## config.mk

```make
export PLATFORM = sky130hd
export DESIGN_NAME = bctc_cpu_end_flat
export DESIGN_NICKNAME = d
export VERILOG_FILES = /design/src/bctc_pkg.sv /design/src/bctc_bus_if.sv /design/src/bctc_cpu_end.sv /design/src/bctc_sampler.sv /design/src/flat_wrapper.sv
export VERILOG_INCLUDE_DIRS = /design/src
export SDC_FILE = /design/constraint.sdc
export NUM_CORES = 1
export LEC_CHECK = 0
export BUFFER_PORTS_ARGS = -buffer_cell sky130_fd_sc_hd__buf_2
export CAP_MARGIN = 20
export CORE_ASPECT_RATIO = 0.75
export CORE_MARGIN = 5
export CORE_UTILIZATION = 37
export DETAILED_ROUTE_END_ITERATION = 8
export GPL_TIMING_DRIVEN = 1
export PLACE_DENSITY = 0.61
export REMOVE_ABC_BUFFERS = 1
export SYNTH_ARGS = -nofsm -noshare
export SYNTH_HDL_FRONTEND = slang
export SYNTH_HIERARCHICAL = 1
export SYNTH_SLANG_ARGS = --single-unit
```

## constraint.sdc

```tcl
create_clock -name CLK_SYS -period 1.9 [get_ports CLK_SYS]
set_input_delay 0 -clock CLK_SYS [delete_from_list [all_inputs] [get_ports CLK_SYS]]
set_output_delay 0 -clock CLK_SYS [all_outputs]
set_load 0.01 [all_outputs]
```

## src/bctc_defs.svh

```systemverilog
// bus cycle termination: shared constants for both ends of the bus
// assumes a single 40 MHz system clock shared by both ends
// Overview of operation
// [RULE1] ack alone: normal end, next cycle
// [RULE2] halt with ack: finish, then halt
// [RULE3] bus error before ack: abort, trap
// [RULE4] bus error one clock after ack: trap
// [RULE5] halt and bus error: terminate, rerun later
// [RULE6] late halt and bus error: rerun
// [RULE7] bus error negated late; halt outlasts it
// [RULE8] early halt release: illegal, vector zero
// [RULE9] lingering inputs stretch the next cycle
// [RULE10] inputs change on rising clock edge only
// [RULE11] release ack, bus error with strobe
// [RULE12] strobes start cycle; slave answers with ack
// [RULE13] no responder: watchdog raises bus error
// [RULE14] unlimited one clock wait states
// [RULE15] input recognised at next sample edge
// [RULE16] read data taken edge after ack
// [RULE17] early ack: four clock cycle
// [RULE18] late bus error valid one clock after ack
// [RULE19] bus error, peripheral valid sampled from start
// [RULE20] ack sampled from state four; data at six
// [RULE21] end in seven, or nine on error
// [RULE22] rerun repeats address, code and data
// [RULE23] no rerun of read-modify-write
// [RULE24] bus error vector offset eight
`ifndef BCTC_DEFS_SVH
`define BCTC_DEFS_SVH
`define BCTC_ADDR_W         23
`define BCTC_DATA_W         16
`define BCTC_FC_W           3
`define BCTC_VEC_BUS_ERROR  8'h08
`define BCTC_VEC_ILLEGAL    8'h00
`define BCTC_WDOG_CYCLES    8'h10
`define BCTC_HALT_AFTER_BUS_ERROR_IN 4'h1
`endif

```

## src/bctc_pkg.sv

```systemverilog
// bus cycle termination: state and mode types
// assumes bctc_defs.svh supplies the numbers
package bctc_pkg;
  typedef enum logic [3:0] {
    ST_IDLE, ST_S0, ST_S2, ST_S4, ST_S6, ST_S8, ST_HALT, ST_RERUN, ST_BUS_ERROR_IN_WAIT
  } bctc_cpu_state_type;
  typedef enum logic [2:0] {
    RSP_NORMAL, RSP_HALT, RSP_BUS_ERROR_IN, RSP_LATE_BUS_ERROR_IN, RSP_RERUN, RSP_LATE_RERUN, RSP_NONE
  } bctc_resp_type;
endpackage

```

## src/bctc_bus_if.sv

```systemverilog
// bus cycle termination: the asynchronous bus between processor and slave
// assumes both ends run on the same clock; each end has its own data lines and enable
`timescale 1ns/1ps
`default_nettype none
`include "bctc_defs.svh"
interface bctc_bus_if;
  logic                     address_strobe_n;
  logic                     upper_byte_strobe_n;
  logic                     lower_byte_strobe_n;
  logic                     read_n_write;
  logic                     rmw_cycle;
  logic [`BCTC_ADDR_W-1:0]  addr;
  logic [`BCTC_FC_W-1:0]    fc;
  logic [`BCTC_DATA_W-1:0]  cpu_data;
  logic                     cpu_data_oe;
  logic [`BCTC_DATA_W-1:0]  slv_data;
  logic                     slv_data_oe;
  logic                     transfer_acknowledge_n;
  logic                     bus_error_in_n;
  logic                     halt_n;
  logic                     peripheral_valid_in_n;
  modport cpu (
    output address_strobe_n, upper_byte_strobe_n, lower_byte_strobe_n, read_n_write, rmw_cycle,
    output addr, fc, cpu_data, cpu_data_oe,
    input  slv_data, slv_data_oe, transfer_acknowledge_n, bus_error_in_n, halt_n, peripheral_valid_in_n
  );
  modport slv (
    input  address_strobe_n, upper_byte_strobe_n, lower_byte_strobe_n, read_n_write, rmw_cycle,
    input  addr, fc, cpu_data, cpu_data_oe,
    output slv_data, slv_data_oe, transfer_acknowledge_n, bus_error_in_n, halt_n, peripheral_valid_in_n
  );
endinterface
`default_nettype wire

```

## src/bctc_cpu_end.sv

```systemverilog
// bus cycle termination: processor end that runs and ends each bus cycle
// assumes the slave end keeps its own timing of ack, bus error and halt
`timescale 1ns/1ps
`default_nettype none
`include "bctc_defs.svh"
module bctc_cpu_end (
  // clock and reset
  input  wire logic                    CLK_SYS,
  input  wire logic                    RESETN,
  // bus
  bctc_bus_if.cpu                      bus,
  // cycle request
  input  wire logic                    REQ,
  input  wire logic                    REQ_WRITE,
  input  wire logic                    REQ_RMW,
  input  wire logic [`BCTC_ADDR_W-1:0] REQ_ADDR,
  input  wire logic [`BCTC_FC_W-1:0]   REQ_FC,
  input  wire logic [`BCTC_DATA_W-1:0] REQ_WDATA,
  output logic                         REQ_READY,
  // cycle result
  output logic                         DONE,
  output logic [`BCTC_DATA_W-1:0]      RDATA,
  output logic                         PERIPH_SEEN,
  output logic                         TRAP,
  output logic [7:0]                   TRAP_VECTOR,
  output logic                         HALTED
);
  bctc_pkg::bctc_cpu_state_type state_reg;
  logic [3:0]                   seen;
  logic                         ack_s;
  logic                         bus_error_in_s;
  logic                         halt_s;
  logic                         vpa_s;
  logic                         write_reg;
  logic                         rmw_reg;
  logic [`BCTC_ADDR_W-1:0]      addr_reg;
  logic [`BCTC_FC_W-1:0]        fc_reg;
  logic [`BCTC_DATA_W-1:0]      wdata_reg;
  logic                         rerun_reg;
  logic                         halt_after_reg;
  logic                         bus_error_in_gone_reg;
  logic                         vpa_reg;

  bctc_sampler #(.WIDTH(4)) u_sampler (
    .clk   (CLK_SYS),
    .rst_n (RESETN),
    .in_n  ({bus.peripheral_valid_in_n, bus.halt_n, bus.bus_error_in_n, bus.transfer_acknowledge_n}),
    .seen  (seen)
  );
  assign ack_s  = seen[0];
  assign bus_error_in_s = seen[1];
  assign halt_s = seen[2];
  assign vpa_s  = seen[3];

  // sequencer: one state per clock, each covering a pair of bus states
  always_ff @(posedge CLK_SYS or negedge RESETN) begin
    if (!RESETN) begin
      state_reg <= bctc_pkg::ST_IDLE;
    end else begin
      unique case (state_reg)
        bctc_pkg::ST_IDLE: begin
          // lingering bus error or halt from the last cycle holds off the next
          if (REQ && !bus_error_in_s && !halt_s) begin // [RULE9]
            state_reg <= bctc_pkg::ST_S0;
          end
        end
        bctc_pkg::ST_S0: begin
          state_reg <= bctc_pkg::ST_S2;
        end
        bctc_pkg::ST_S2: begin
          state_reg <= bctc_pkg::ST_S4;
        end
        bctc_pkg::ST_S4: begin
          if (bus_error_in_s) begin
            state_reg <= bctc_pkg::ST_S8; // [RULE3] [RULE5]
          end else if (ack_s) begin
            state_reg <= bctc_pkg::ST_S6; // [RULE17] [RULE20]
          end
          // otherwise stay: a wait state of one clock, no limit [RULE14]
        end
        bctc_pkg::ST_S6: begin
          if (bus_error_in_s) begin
            state_reg <= bctc_pkg::ST_S8; // [RULE4] [RULE6] [RULE18]
          end else if (halt_s || halt_after_reg) begin
            state_reg <= bctc_pkg::ST_HALT; // [RULE2]
          end else begin
            state_reg <= bctc_pkg::ST_IDLE; // [RULE1] [RULE21]
          end
        end
        bctc_pkg::ST_S8: begin
          state_reg <= rerun_reg ? bctc_pkg::ST_RERUN : bctc_pkg::ST_BUS_ERROR_IN_WAIT; // [RULE21]
        end
        bctc_pkg::ST_HALT: begin
          if (!halt_s) begin
            state_reg <= bctc_pkg::ST_IDLE; // [RULE2]
          end
        end
        bctc_pkg::ST_RERUN: begin
          if (!halt_s) begin
            state_reg <= bus_error_in_gone_reg ? bctc_pkg::ST_S0 : bctc_pkg::ST_IDLE; // [RULE5] [RULE8]
          end
        end
        bctc_pkg::ST_BUS_ERROR_IN_WAIT: begin
          if (!bus_error_in_s) begin
            state_reg <= bctc_pkg::ST_IDLE; // [RULE3]
          end
        end
        default: begin
          state_reg <= bctc_pkg::ST_IDLE;
        end
      endcase
    end
  end

  // cycle attributes are held across a rerun so it repeats exactly
  always_ff @(posedge CLK_SYS or negedge RESETN) begin
    if (!RESETN) begin
      write_reg <= 1'b0;
      rmw_reg   <= 1'b0;
      addr_reg  <= '0;
      fc_reg    <= '0;
      wdata_reg <= '0;
    end else if (state_reg == bctc_pkg::ST_IDLE && REQ && !bus_error_in_s && !halt_s) begin
      write_reg <= REQ_WRITE;
      rmw_reg   <= REQ_RMW;
      addr_reg  <= REQ_ADDR; // [RULE22]
      fc_reg    <= REQ_FC;
      wdata_reg <= REQ_WDATA;
    end
  end

  // termination decision: rerun only outside read-modify-write
  always_ff @(posedge CLK_SYS or negedge RESETN) begin
    if (!RESETN) begin
      rerun_reg      <= 1'b0;
      halt_after_reg <= 1'b0;
      bus_error_in_gone_reg  <= 1'b0;
      vpa_reg        <= 1'b0;
    end else begin
      if (state_reg == bctc_pkg::ST_S0) begin
        halt_after_reg <= 1'b0;
        vpa_reg        <= 1'b0;
      end else if (state_reg == bctc_pkg::ST_S4 && ack_s && !bus_error_in_s) begin
        halt_after_reg <= halt_s; // [RULE2]
      end
      if (state_reg != bctc_pkg::ST_IDLE && vpa_s) begin
        vpa_reg <= 1'b1; // [RULE19]
      end
      if ((state_reg == bctc_pkg::ST_S4 || state_reg == bctc_pkg::ST_S6) && bus_error_in_s) begin
        rerun_reg <= halt_s && !rmw_reg; // [RULE23]
      end
      // halt must outlast bus error by a clock, else the rerun is illegal
      if (state_reg == bctc_pkg::ST_S8) begin
        bus_error_in_gone_reg <= 1'b0;
      end else if (state_reg == bctc_pkg::ST_RERUN && !bus_error_in_s && halt_s) begin
        bus_error_in_gone_reg <= 1'b1; // [RULE8]
      end
    end
  end

  // bus pins: strobe held S0 through S6, dropped at the end state
  always_ff @(posedge CLK_SYS or negedge RESETN) begin
    if (!RESETN) begin
      bus.address_strobe_n    <= 1'b1;
      bus.upper_byte_strobe_n <= 1'b1;
      bus.lower_byte_strobe_n <= 1'b1;
      bus.read_n_write        <= 1'b1;
      bus.rmw_cycle           <= 1'b0;
      bus.addr                <= '0;
      bus.fc                  <= '0;
      bus.cpu_data            <= '0;
      bus.cpu_data_oe         <= 1'b0;
    end else begin
      if (state_reg == bctc_pkg::ST_S0) begin
        bus.address_strobe_n <= 1'b0; // [RULE12]
        bus.read_n_write     <= !write_reg;
        bus.rmw_cycle        <= rmw_reg;
        bus.addr             <= addr_reg;
        bus.fc               <= fc_reg;
        bus.cpu_data         <= wdata_reg;
        bus.cpu_data_oe      <= write_reg;
      end else if (state_reg == bctc_pkg::ST_S2) begin
        // data strobes qualify write data a clock after the address
        bus.upper_byte_strobe_n <= 1'b0; // [RULE12]
        bus.lower_byte_strobe_n <= 1'b0;
      end else if ((state_reg == bctc_pkg::ST_S6 && !bus_error_in_s) || state_reg == bctc_pkg::ST_S8) begin
        bus.address_strobe_n    <= 1'b1; // [RULE21]
        bus.upper_byte_strobe_n <= 1'b1;
        bus.lower_byte_strobe_n <= 1'b1;
        bus.read_n_write        <= 1'b1;
        bus.cpu_data_oe         <= 1'b0;
      end
    end
  end

  // user side results
  always_ff @(posedge CLK_SYS or negedge RESETN) begin
    if (!RESETN) begin
      REQ_READY   <= 1'b0;
      DONE        <= 1'b0;
      RDATA       <= '0;
      PERIPH_SEEN <= 1'b0;
      TRAP        <= 1'b0;
      TRAP_VECTOR <= '0;
      HALTED      <= 1'b0;
    end else begin
      REQ_READY <= (state_reg == bctc_pkg::ST_IDLE) && !REQ && !bus_error_in_s && !halt_s;
      DONE      <= (state_reg == bctc_pkg::ST_S6 && !bus_error_in_s && !halt_s && !halt_after_reg) ||
                   (state_reg == bctc_pkg::ST_HALT && !halt_s);
      HALTED    <= (state_reg == bctc_pkg::ST_HALT) || (state_reg == bctc_pkg::ST_RERUN);
      if (state_reg == bctc_pkg::ST_S6 && !write_reg) begin
        RDATA <= bus.slv_data; // [RULE16] [RULE20]
      end
      if (state_reg == bctc_pkg::ST_S6 && !bus_error_in_s) begin
        PERIPH_SEEN <= vpa_reg || vpa_s;
      end
      TRAP <= 1'b0;
      if (state_reg == bctc_pkg::ST_BUS_ERROR_IN_WAIT && !bus_error_in_s) begin
        TRAP        <= 1'b1;
        TRAP_VECTOR <= `BCTC_VEC_BUS_ERROR; // [RULE24]
      end else if (state_reg == bctc_pkg::ST_RERUN && !halt_s && !bus_error_in_gone_reg) begin
        TRAP        <= 1'b1;
        TRAP_VECTOR <= `BCTC_VEC_ILLEGAL; // [RULE8]
      end
    end
  end
endmodule
`default_nettype wire

```

## src/bctc_sampler.sv

```systemverilog
// bus cycle termination: registers the control inputs once per clock
// assumes inputs are synchronous to the clock; stands for the falling-edge sample
`timescale 1ns/1ps
`default_nettype none
module bctc_sampler #(
  parameter int WIDTH = 4
) (
  // clock and reset
  input  wire logic             clk,
  input  wire logic             rst_n,
  // active-low inputs in, active-high recognised levels out
  input  wire logic [WIDTH-1:0] in_n,
  output logic      [WIDTH-1:0] seen
);
  genvar gi;
  generate
    for (gi = 0; gi < WIDTH; gi++) begin : g_bit
      always_ff @(posedge clk or negedge rst_n) begin
        if (!rst_n) begin
          seen[gi] <= 1'b0;
        end else begin
          seen[gi] <= ~in_n[gi]; // [RULE15]
        end
      end
    end
  endgenerate
endmodule
`default_nettype wire

```

## src/flat_wrapper.sv

```systemverilog
// flat-port wrapper written by rule: the top's interface ports become plain ports
module bctc_cpu_end_flat 
  (CLK_SYS, RESETN, REQ, REQ_WRITE, REQ_RMW, REQ_ADDR, REQ_FC, REQ_WDATA, REQ_READY, DONE, RDATA, PERIPH_SEEN, TRAP, TRAP_VECTOR, HALTED, bus_address_strobe_n, bus_upper_byte_strobe_n, bus_lower_byte_strobe_n, bus_read_n_write, bus_rmw_cycle, bus_addr, bus_fc, bus_cpu_data, bus_cpu_data_oe, bus_slv_data, bus_slv_data_oe, bus_transfer_acknowledge_n, bus_bus_error_in_n, bus_halt_n, bus_peripheral_valid_in_n);
  bctc_bus_if bus_i ();
  input  wire logic CLK_SYS;
  input  wire logic RESETN;
  input  wire logic REQ;
  input  wire logic REQ_WRITE;
  input  wire logic REQ_RMW;
  input  wire logic [`BCTC_ADDR_W-1:0] REQ_ADDR;
  input  wire logic [`BCTC_FC_W-1:0] REQ_FC;
  input  wire logic [`BCTC_DATA_W-1:0] REQ_WDATA;
  output logic REQ_READY;
  output logic DONE;
  output logic [`BCTC_DATA_W-1:0] RDATA;
  output logic PERIPH_SEEN;
  output logic TRAP;
  output logic [7:0] TRAP_VECTOR;
  output logic HALTED;
  output wire logic [$bits(bus_i.address_strobe_n)-1:0] bus_address_strobe_n;
  output wire logic [$bits(bus_i.upper_byte_strobe_n)-1:0] bus_upper_byte_strobe_n;
  output wire logic [$bits(bus_i.lower_byte_strobe_n)-1:0] bus_lower_byte_strobe_n;
  output wire logic [$bits(bus_i.read_n_write)-1:0] bus_read_n_write;
  output wire logic [$bits(bus_i.rmw_cycle)-1:0] bus_rmw_cycle;
  output wire logic [$bits(bus_i.addr)-1:0] bus_addr;
  output wire logic [$bits(bus_i.fc)-1:0] bus_fc;
  output wire logic [$bits(bus_i.cpu_data)-1:0] bus_cpu_data;
  output wire logic [$bits(bus_i.cpu_data_oe)-1:0] bus_cpu_data_oe;
  input wire logic [$bits(bus_i.slv_data)-1:0] bus_slv_data;
  input wire logic [$bits(bus_i.slv_data_oe)-1:0] bus_slv_data_oe;
  input wire logic [$bits(bus_i.transfer_acknowledge_n)-1:0] bus_transfer_acknowledge_n;
  input wire logic [$bits(bus_i.bus_error_in_n)-1:0] bus_bus_error_in_n;
  input wire logic [$bits(bus_i.halt_n)-1:0] bus_halt_n;
  input wire logic [$bits(bus_i.peripheral_valid_in_n)-1:0] bus_peripheral_valid_in_n;
  assign bus_address_strobe_n = bus_i.address_strobe_n;
  assign bus_upper_byte_strobe_n = bus_i.upper_byte_strobe_n;
  assign bus_lower_byte_strobe_n = bus_i.lower_byte_strobe_n;
  assign bus_read_n_write = bus_i.read_n_write;
  assign bus_rmw_cycle = bus_i.rmw_cycle;
  assign bus_addr = bus_i.addr;
  assign bus_fc = bus_i.fc;
  assign bus_cpu_data = bus_i.cpu_data;
  assign bus_cpu_data_oe = bus_i.cpu_data_oe;
  assign bus_i.slv_data = bus_slv_data;
  assign bus_i.slv_data_oe = bus_slv_data_oe;
  assign bus_i.transfer_acknowledge_n = bus_transfer_acknowledge_n;
  assign bus_i.bus_error_in_n = bus_bus_error_in_n;
  assign bus_i.halt_n = bus_halt_n;
  assign bus_i.peripheral_valid_in_n = bus_peripheral_valid_in_n;
  bctc_cpu_end u_core (.CLK_SYS(CLK_SYS), .RESETN(RESETN), .bus(bus_i), .REQ(REQ), .REQ_WRITE(REQ_WRITE), .REQ_RMW(REQ_RMW), .REQ_ADDR(REQ_ADDR), .REQ_FC(REQ_FC), .REQ_WDATA(REQ_WDATA), .REQ_READY(REQ_READY), .DONE(DONE), .RDATA(RDATA), .PERIPH_SEEN(PERIPH_SEEN), .TRAP(TRAP), .TRAP_VECTOR(TRAP_VECTOR), .HALTED(HALTED));
endmodule
```

---- Word-level counts from Yosys, hierarchy flattened ----
Index checks and enable logic that the tools add are counted.
storage, ports and cells
  bits in registers ....................... 132
  bits in latches ......................... 0
  RAM bits ................................ 0
  bits in read-only memories .............. 0
  input port bits ......................... 68
  output and inout bits ................... 77
  logic and storage cells ................. 124
  memories kept ........................... 0
operators by class
  add/sub/neg operators ................... 0
  $mul .................................... 0
  div/mod/pow operators ................... 0
  order comparisons ....................... 0
  equal/unequal tests ..................... 14
  shift operators ......................... 0
  muxes and demuxes ....................... 29
  bitwise gates (word level) .............. 5
  reduce and logical (&&, ||, !) cells .... 47
operators with widths
  cell                                                 count
  one-hot mux 4 bit (9 select lines)                   1
  2-to-1 mux 4 bit                                     8
  logical AND 1 bit                                    23
  2-to-1 mux 1 bit                                     17
  equality test 4 x 3 -> 1 bit, second input constant  4
  2-to-1 mux 8 bit                                     2
  nonzero test 2 bit                                   6
  equality test 4 x 2 -> 1 bit, second input constant  2
  logical NOT 1 bit                                    7
  logical OR 1 bit                                     6
  != test 2 bit, second input constant                 3
  NOT 1 bit                                            5
  AND reduction 5 bit                                  1
  equality test 4 x 1 -> 1 bit, second input constant  1
  equality test 4 bit, second input constant           1
  logical NOT 4 bit                                    1
  != test 2 x 1 -> 1 bit, second input constant        2
  AND reduction 2 bit                                  2
  nonzero test 4 bit                                   1
  2-to-1 mux 3 bit                                     1
  != test 3 bit, second input constant                 1

---- Longest topological paths before layout ----
  depth in word-level cells ............... 6
  gate-level depth with buffers ........... 6
  gate-level depth less buffers ........... 4

---- Cells and area by module ----
The synthesis kept the hierarchy.
by module, submodules not included
  module        instances  cells an instance  area each (sq um)  sequential area each (sq um)
  bctc_cpu_end  1          329                4933.5             3031.7
  bctc_sampler  1          8                  115.1              100.1

---- Least setup slack after synthesis ----
No wires, ideal clock.
  path kind ............................... register -> register
  start point ............................. register u_core.state_reg[1]
  end point ............................... register u_core.RDATA[10]
  setup time .............................. 0.127 ns
  arrival ................................. 1.461 ns
  required time ........................... 1.773 ns
  setup slack ............................. 0.312 ns
  stages on the path, launching flop included .. 5
  buffers on the path ..................... 1
  period minus slack after synthesis ...... 1.588 ns
  cell sequence ........................... dfrtp_1 -> or2_1 -> nor3_4 -> buf_6 -> mux2_1
between the ends
  cells in the longest elaborated chain, start to end .. 2
ends and longest elaborated chain
  element                       line                 source
  start: declaration            bctc_cpu_end.sv:28   bctc_pkg::bctc_cpu_state_type state_reg;
  start signal: assignment      bctc_cpu_end.sv:58   state_reg <= bctc_pkg::ST_IDLE;
  start signal: assignment      bctc_cpu_end.sv:64   state_reg <= bctc_pkg::ST_S0;
  start signal: assignment      bctc_cpu_end.sv:68   state_reg <= bctc_pkg::ST_S2;
  equality test 4 x 3 -> 1 bit  bctc_cpu_end.sv:211  if (state_reg == bctc_pkg::ST_S6 && !write_reg) begin
  logical AND 1 bit             bctc_cpu_end.sv:211
  end signal: assignment        bctc_cpu_end.sv:212  RDATA <= bus.slv_data;
  end: declaration              bctc_cpu_end.sv:22   output logic [`BCTC_DATA_W-1:0] RDATA,
Every way passes these cells.
A chain may end at the register's enable or synchronous reset.

---- Final worst setup path ----
  start point ............................. register u_core.state_reg[1]
  end point ............................... register u_core.bus.addr[13]
between the ends
  cells in the longest elaborated chain, start to end .. 1
ends and longest elaborated chain
  element                       line                 source
  equality test 4 x 1 -> 1 bit  bctc_cpu_end.sv:174  if (state_reg == bctc_pkg::ST_S0) begin
  end signal: assignment        bctc_cpu_end.sv:178  bus.addr <= addr_reg;
  end: declaration              bctc_bus_if.sv:24    output addr, fc, cpu_data, cpu_data_oe,
Every way passes these cells.

==> impl_results.md <==
* Final hold viol count at 0
* Die Ht at 111 um
* # nets final at 622
* Crit-path max cell delay at 0.48 ns
* Critical path type: register to register
* Final Util at 0.532
* Total grt overflow at 0
* Mapped Area at 5050 um2
* Slowest CP cell: dfrtp_1
* Post-route ant nets at 0
* N_diodes at 0
* Seq/Total Area, Yosys at 0.620
* Crit path capture type: register
* CP Launch Type: register
* Sink Count at 125
* Num ports at 145
* P per Cell Area at 1640 nW/um2
* CP required at 2.18 ns
* Cts repair resizes at 0
* Worst hold path class: primary input to async pin
* CTS max path bufs at 2
* Unique masters post-synth at 42
* Area leader, netlist: dfrtp_1
* Worst-Skew Late Latency at 0.41 ns
* Number of global-route vias before repair at 3713
* Post-synth top area share at 0.605
* Fmax at 593 MHz
* Fillers at 1139
* Post-CTS Setup Bufs at 0
* Routed vias at 3447
* Synth top area cells: dfrtp_1, mux2_2, mux2_1
* Pleak at 0.00349 uW
* Critical path data arrival time at 1.97 ns
* Initial core utilization at 0.372
* Critical path, cell by cell: nor2b_1 > and2_2 > buf_12 > mux2_2
* Die width at 145 um
* Flops & latches, synth at 125
* Antenna violations before repair at 0
* Rel. slew slack at 0.544
* Area Overhead vs Synth at 42.9%
* Avg Inst Size Synth at 15.0 um2
* Initial DRC count at 111
* First-pass GRT wire length at 18200 um
* RSZ-0062 raised after global routing: no
* Most used DFF post-synth: dfrtp_1
* CORE AREA at 13600 um2
* Reg clk slew, reported paths at 0.06 ns
* Cts bufs inserted at 17
* Hold buffer count at CTS at 66
* Average wire per standard cell at 15.1 um
* Pin count of the biggest net entering global routing at 126
* Slew at the pin with the worst max-slew slack at 0.685 ns
* Root buffer cell: clkbuf_16
* HPWL Detailed at 7180 um
* Total GRT Usage at 0.141
* Post-synth ARST share at 1.00
* Depth of the CTS H-tree at 4
* Final setup fails at 0
* Max cap viols at 0
* Outcome: complete, no violations
* Crit share post-route at 0.887
* Core Rows at 37
* Worst Skew at 0.00777 ns
* Period minus WS final at 1.69 ns
* Share of cells above drive strength 1 at 0.483
* Total Wirelength at 11200 um
* CTS tree: yes
* Warnings from Yosys at 6
* RD Place Congestion at 0.819
* Peak VDD IR at 807 uV
* Slew Limit Fails at 0
* Residual DRC at 0
* CP Max Fanout at 29
* PortBufs at 136
* Tot Pwr at 11800 uW
* Buf/Inv on CP at 1
* Die area at 16100 um2
* Syn Inst Count at 337
* EDFF count, synth at 0
* Avg Vias per Cell at 4.65
* Setup_tns at 0 ns
* DRT Pass-1 Iters at 4
* Largest delay contributor family on the critical path: flip-flops
power by group:
group / switching (uW) / internal [uW] / total (uW)
Combinational: 1770 / 2190 / 3970
Sequential: 652 / 3930 / 4580
Clock: 1180 / 2070 / 3250
cell type report:
class                           count  area (um2)  area share
Inverter                            9        33.8     0.00468
Tap cell                          175         219      0.0304
Clock inverter                     13         166      0.0231
Clock buffer                       19         433      0.0600
Multi-Input combinational cell    185        1710       0.237
Timing Repair Buffer              216        1520       0.211
Sequential cell                   125        3130       0.434
stage by stage:
stage	hold WS, ns	worst slack (ns)	cells	area [um2]
global route	0.261	0.148	742	7210
floorplan	-0.296	-0.545	319	4870
finish	0.202	0.214	742	7210
CTS	0.254	0.212	742	7210
global placement	0.152	0.265	644	5950
detailed placement	0.150	0.240	644	5950
cell usage after synthesis, types with 2 or more instances:
| cell type | count |
|---|---|
| dfrtp_1 | 122 |
| mux2_2 | 76 |
| mux2_1 | 18 |
| nor2_1 | 11 |
| buf_4 | 10 |
| mux2_4 | 10 |
| buf_6 | 9 |
| inv_1 | 9 |
| nand2_1 | 9 |
| a21oi_1 | 5 |
| buf_2 | 4 |
| nand3_1 | 4 |
| nor2b_1 | 4 |
| nor3_1 | 4 |
| a31oi_1 | 3 |
| dfstp_2 | 3 |
| mux2i_1 | 3 |
| nand2b_1 | 3 |
| o21ai_0 | 3 |
| a32oi_1 | 2 |
| a41oi_1 | 2 |
| nor2_2 | 2 |
| nor4_1 | 2 |
logic make-up (layout without fill, tap and decap cells):
| family | Yosys count | count (layout) | share of synthesized area |
|---|---|---|---|
| buf+inv | 33 | 257 | 0.0463 |
| simple gates | 46 | 46 | 0.0511 |
| mux | 107 | 107 | 0.245 |
| flops | 125 | 125 | 0.620 |
| other cells | 1 | 7 | 0.000743 |
| compound gates | 25 | 25 | 0.0362 |
placed cells by master, fill, tap and decap left out, drive strengths merged, types with 2 or more instances in the layout:
| master | count |
|---|---|
| mux2 | 104 |
| dlygate4sd3 | 66 |
| o21ai | 3 |
| mux2i | 3 |
| a32oi | 2 |
| clkinv | 5 |
| inv | 11 |
| nand3 | 4 |
| a41oi | 2 |
| buf | 150 |
| nand2b | 3 |
| conb | 7 |
| nor2 | 13 |
| bufinv | 3 |
| clkbuf | 19 |
| clkinvlp | 3 |
| nand2 | 9 |
| nor4 | 2 |
| dfrtp | 122 |
| nor2b | 4 |
| dfstp | 3 |
| nor3 | 5 |
| a21oi | 5 |
| a31oi | 3 |
worst reg2reg max path, delay by kind of cell (launching register included):
family                 cells  cell delay (ns)
and+or+nand+nor            2             0.48
muxes                      1             0.38
DFF                        1             0.48
buffers and inverters      1             0.22
worst paths after layout:
kind | from | slack (ns) | cells past startpoint | end
setup / recovery | u_core/state_reg[1] | 0.21 | 4 | u_core/bus.addr[13]
hold / removal | RESETN | 0.20 | 3 | u_core/PERIPH_SEEN
min in group CLK_SYS | bus_transfer_acknowledge_n | 0.27 | 3 | u_core/u_sampler/seen[0]
hold reg to reg | u_core/RDATA[9] | 0.48 | 1 | u_core/RDATA[9]
setup reg to reg | u_core/state_reg[1] | 0.21 | 4 | u_core/bus.addr[13]
max in group asynchronous | RESETN | 1.15 | 3 | u_core/bus_error_in_gone_reg
layer usage:
layer | wire, um | global-route usage
met1 | 4850 | 0.178
met2 | 5120 | 0.223
met3 | 1140 | 0.0586
met4 | 96 | 0.0360
met5 | 0 | 0
(Power assumes the default switching activity.)
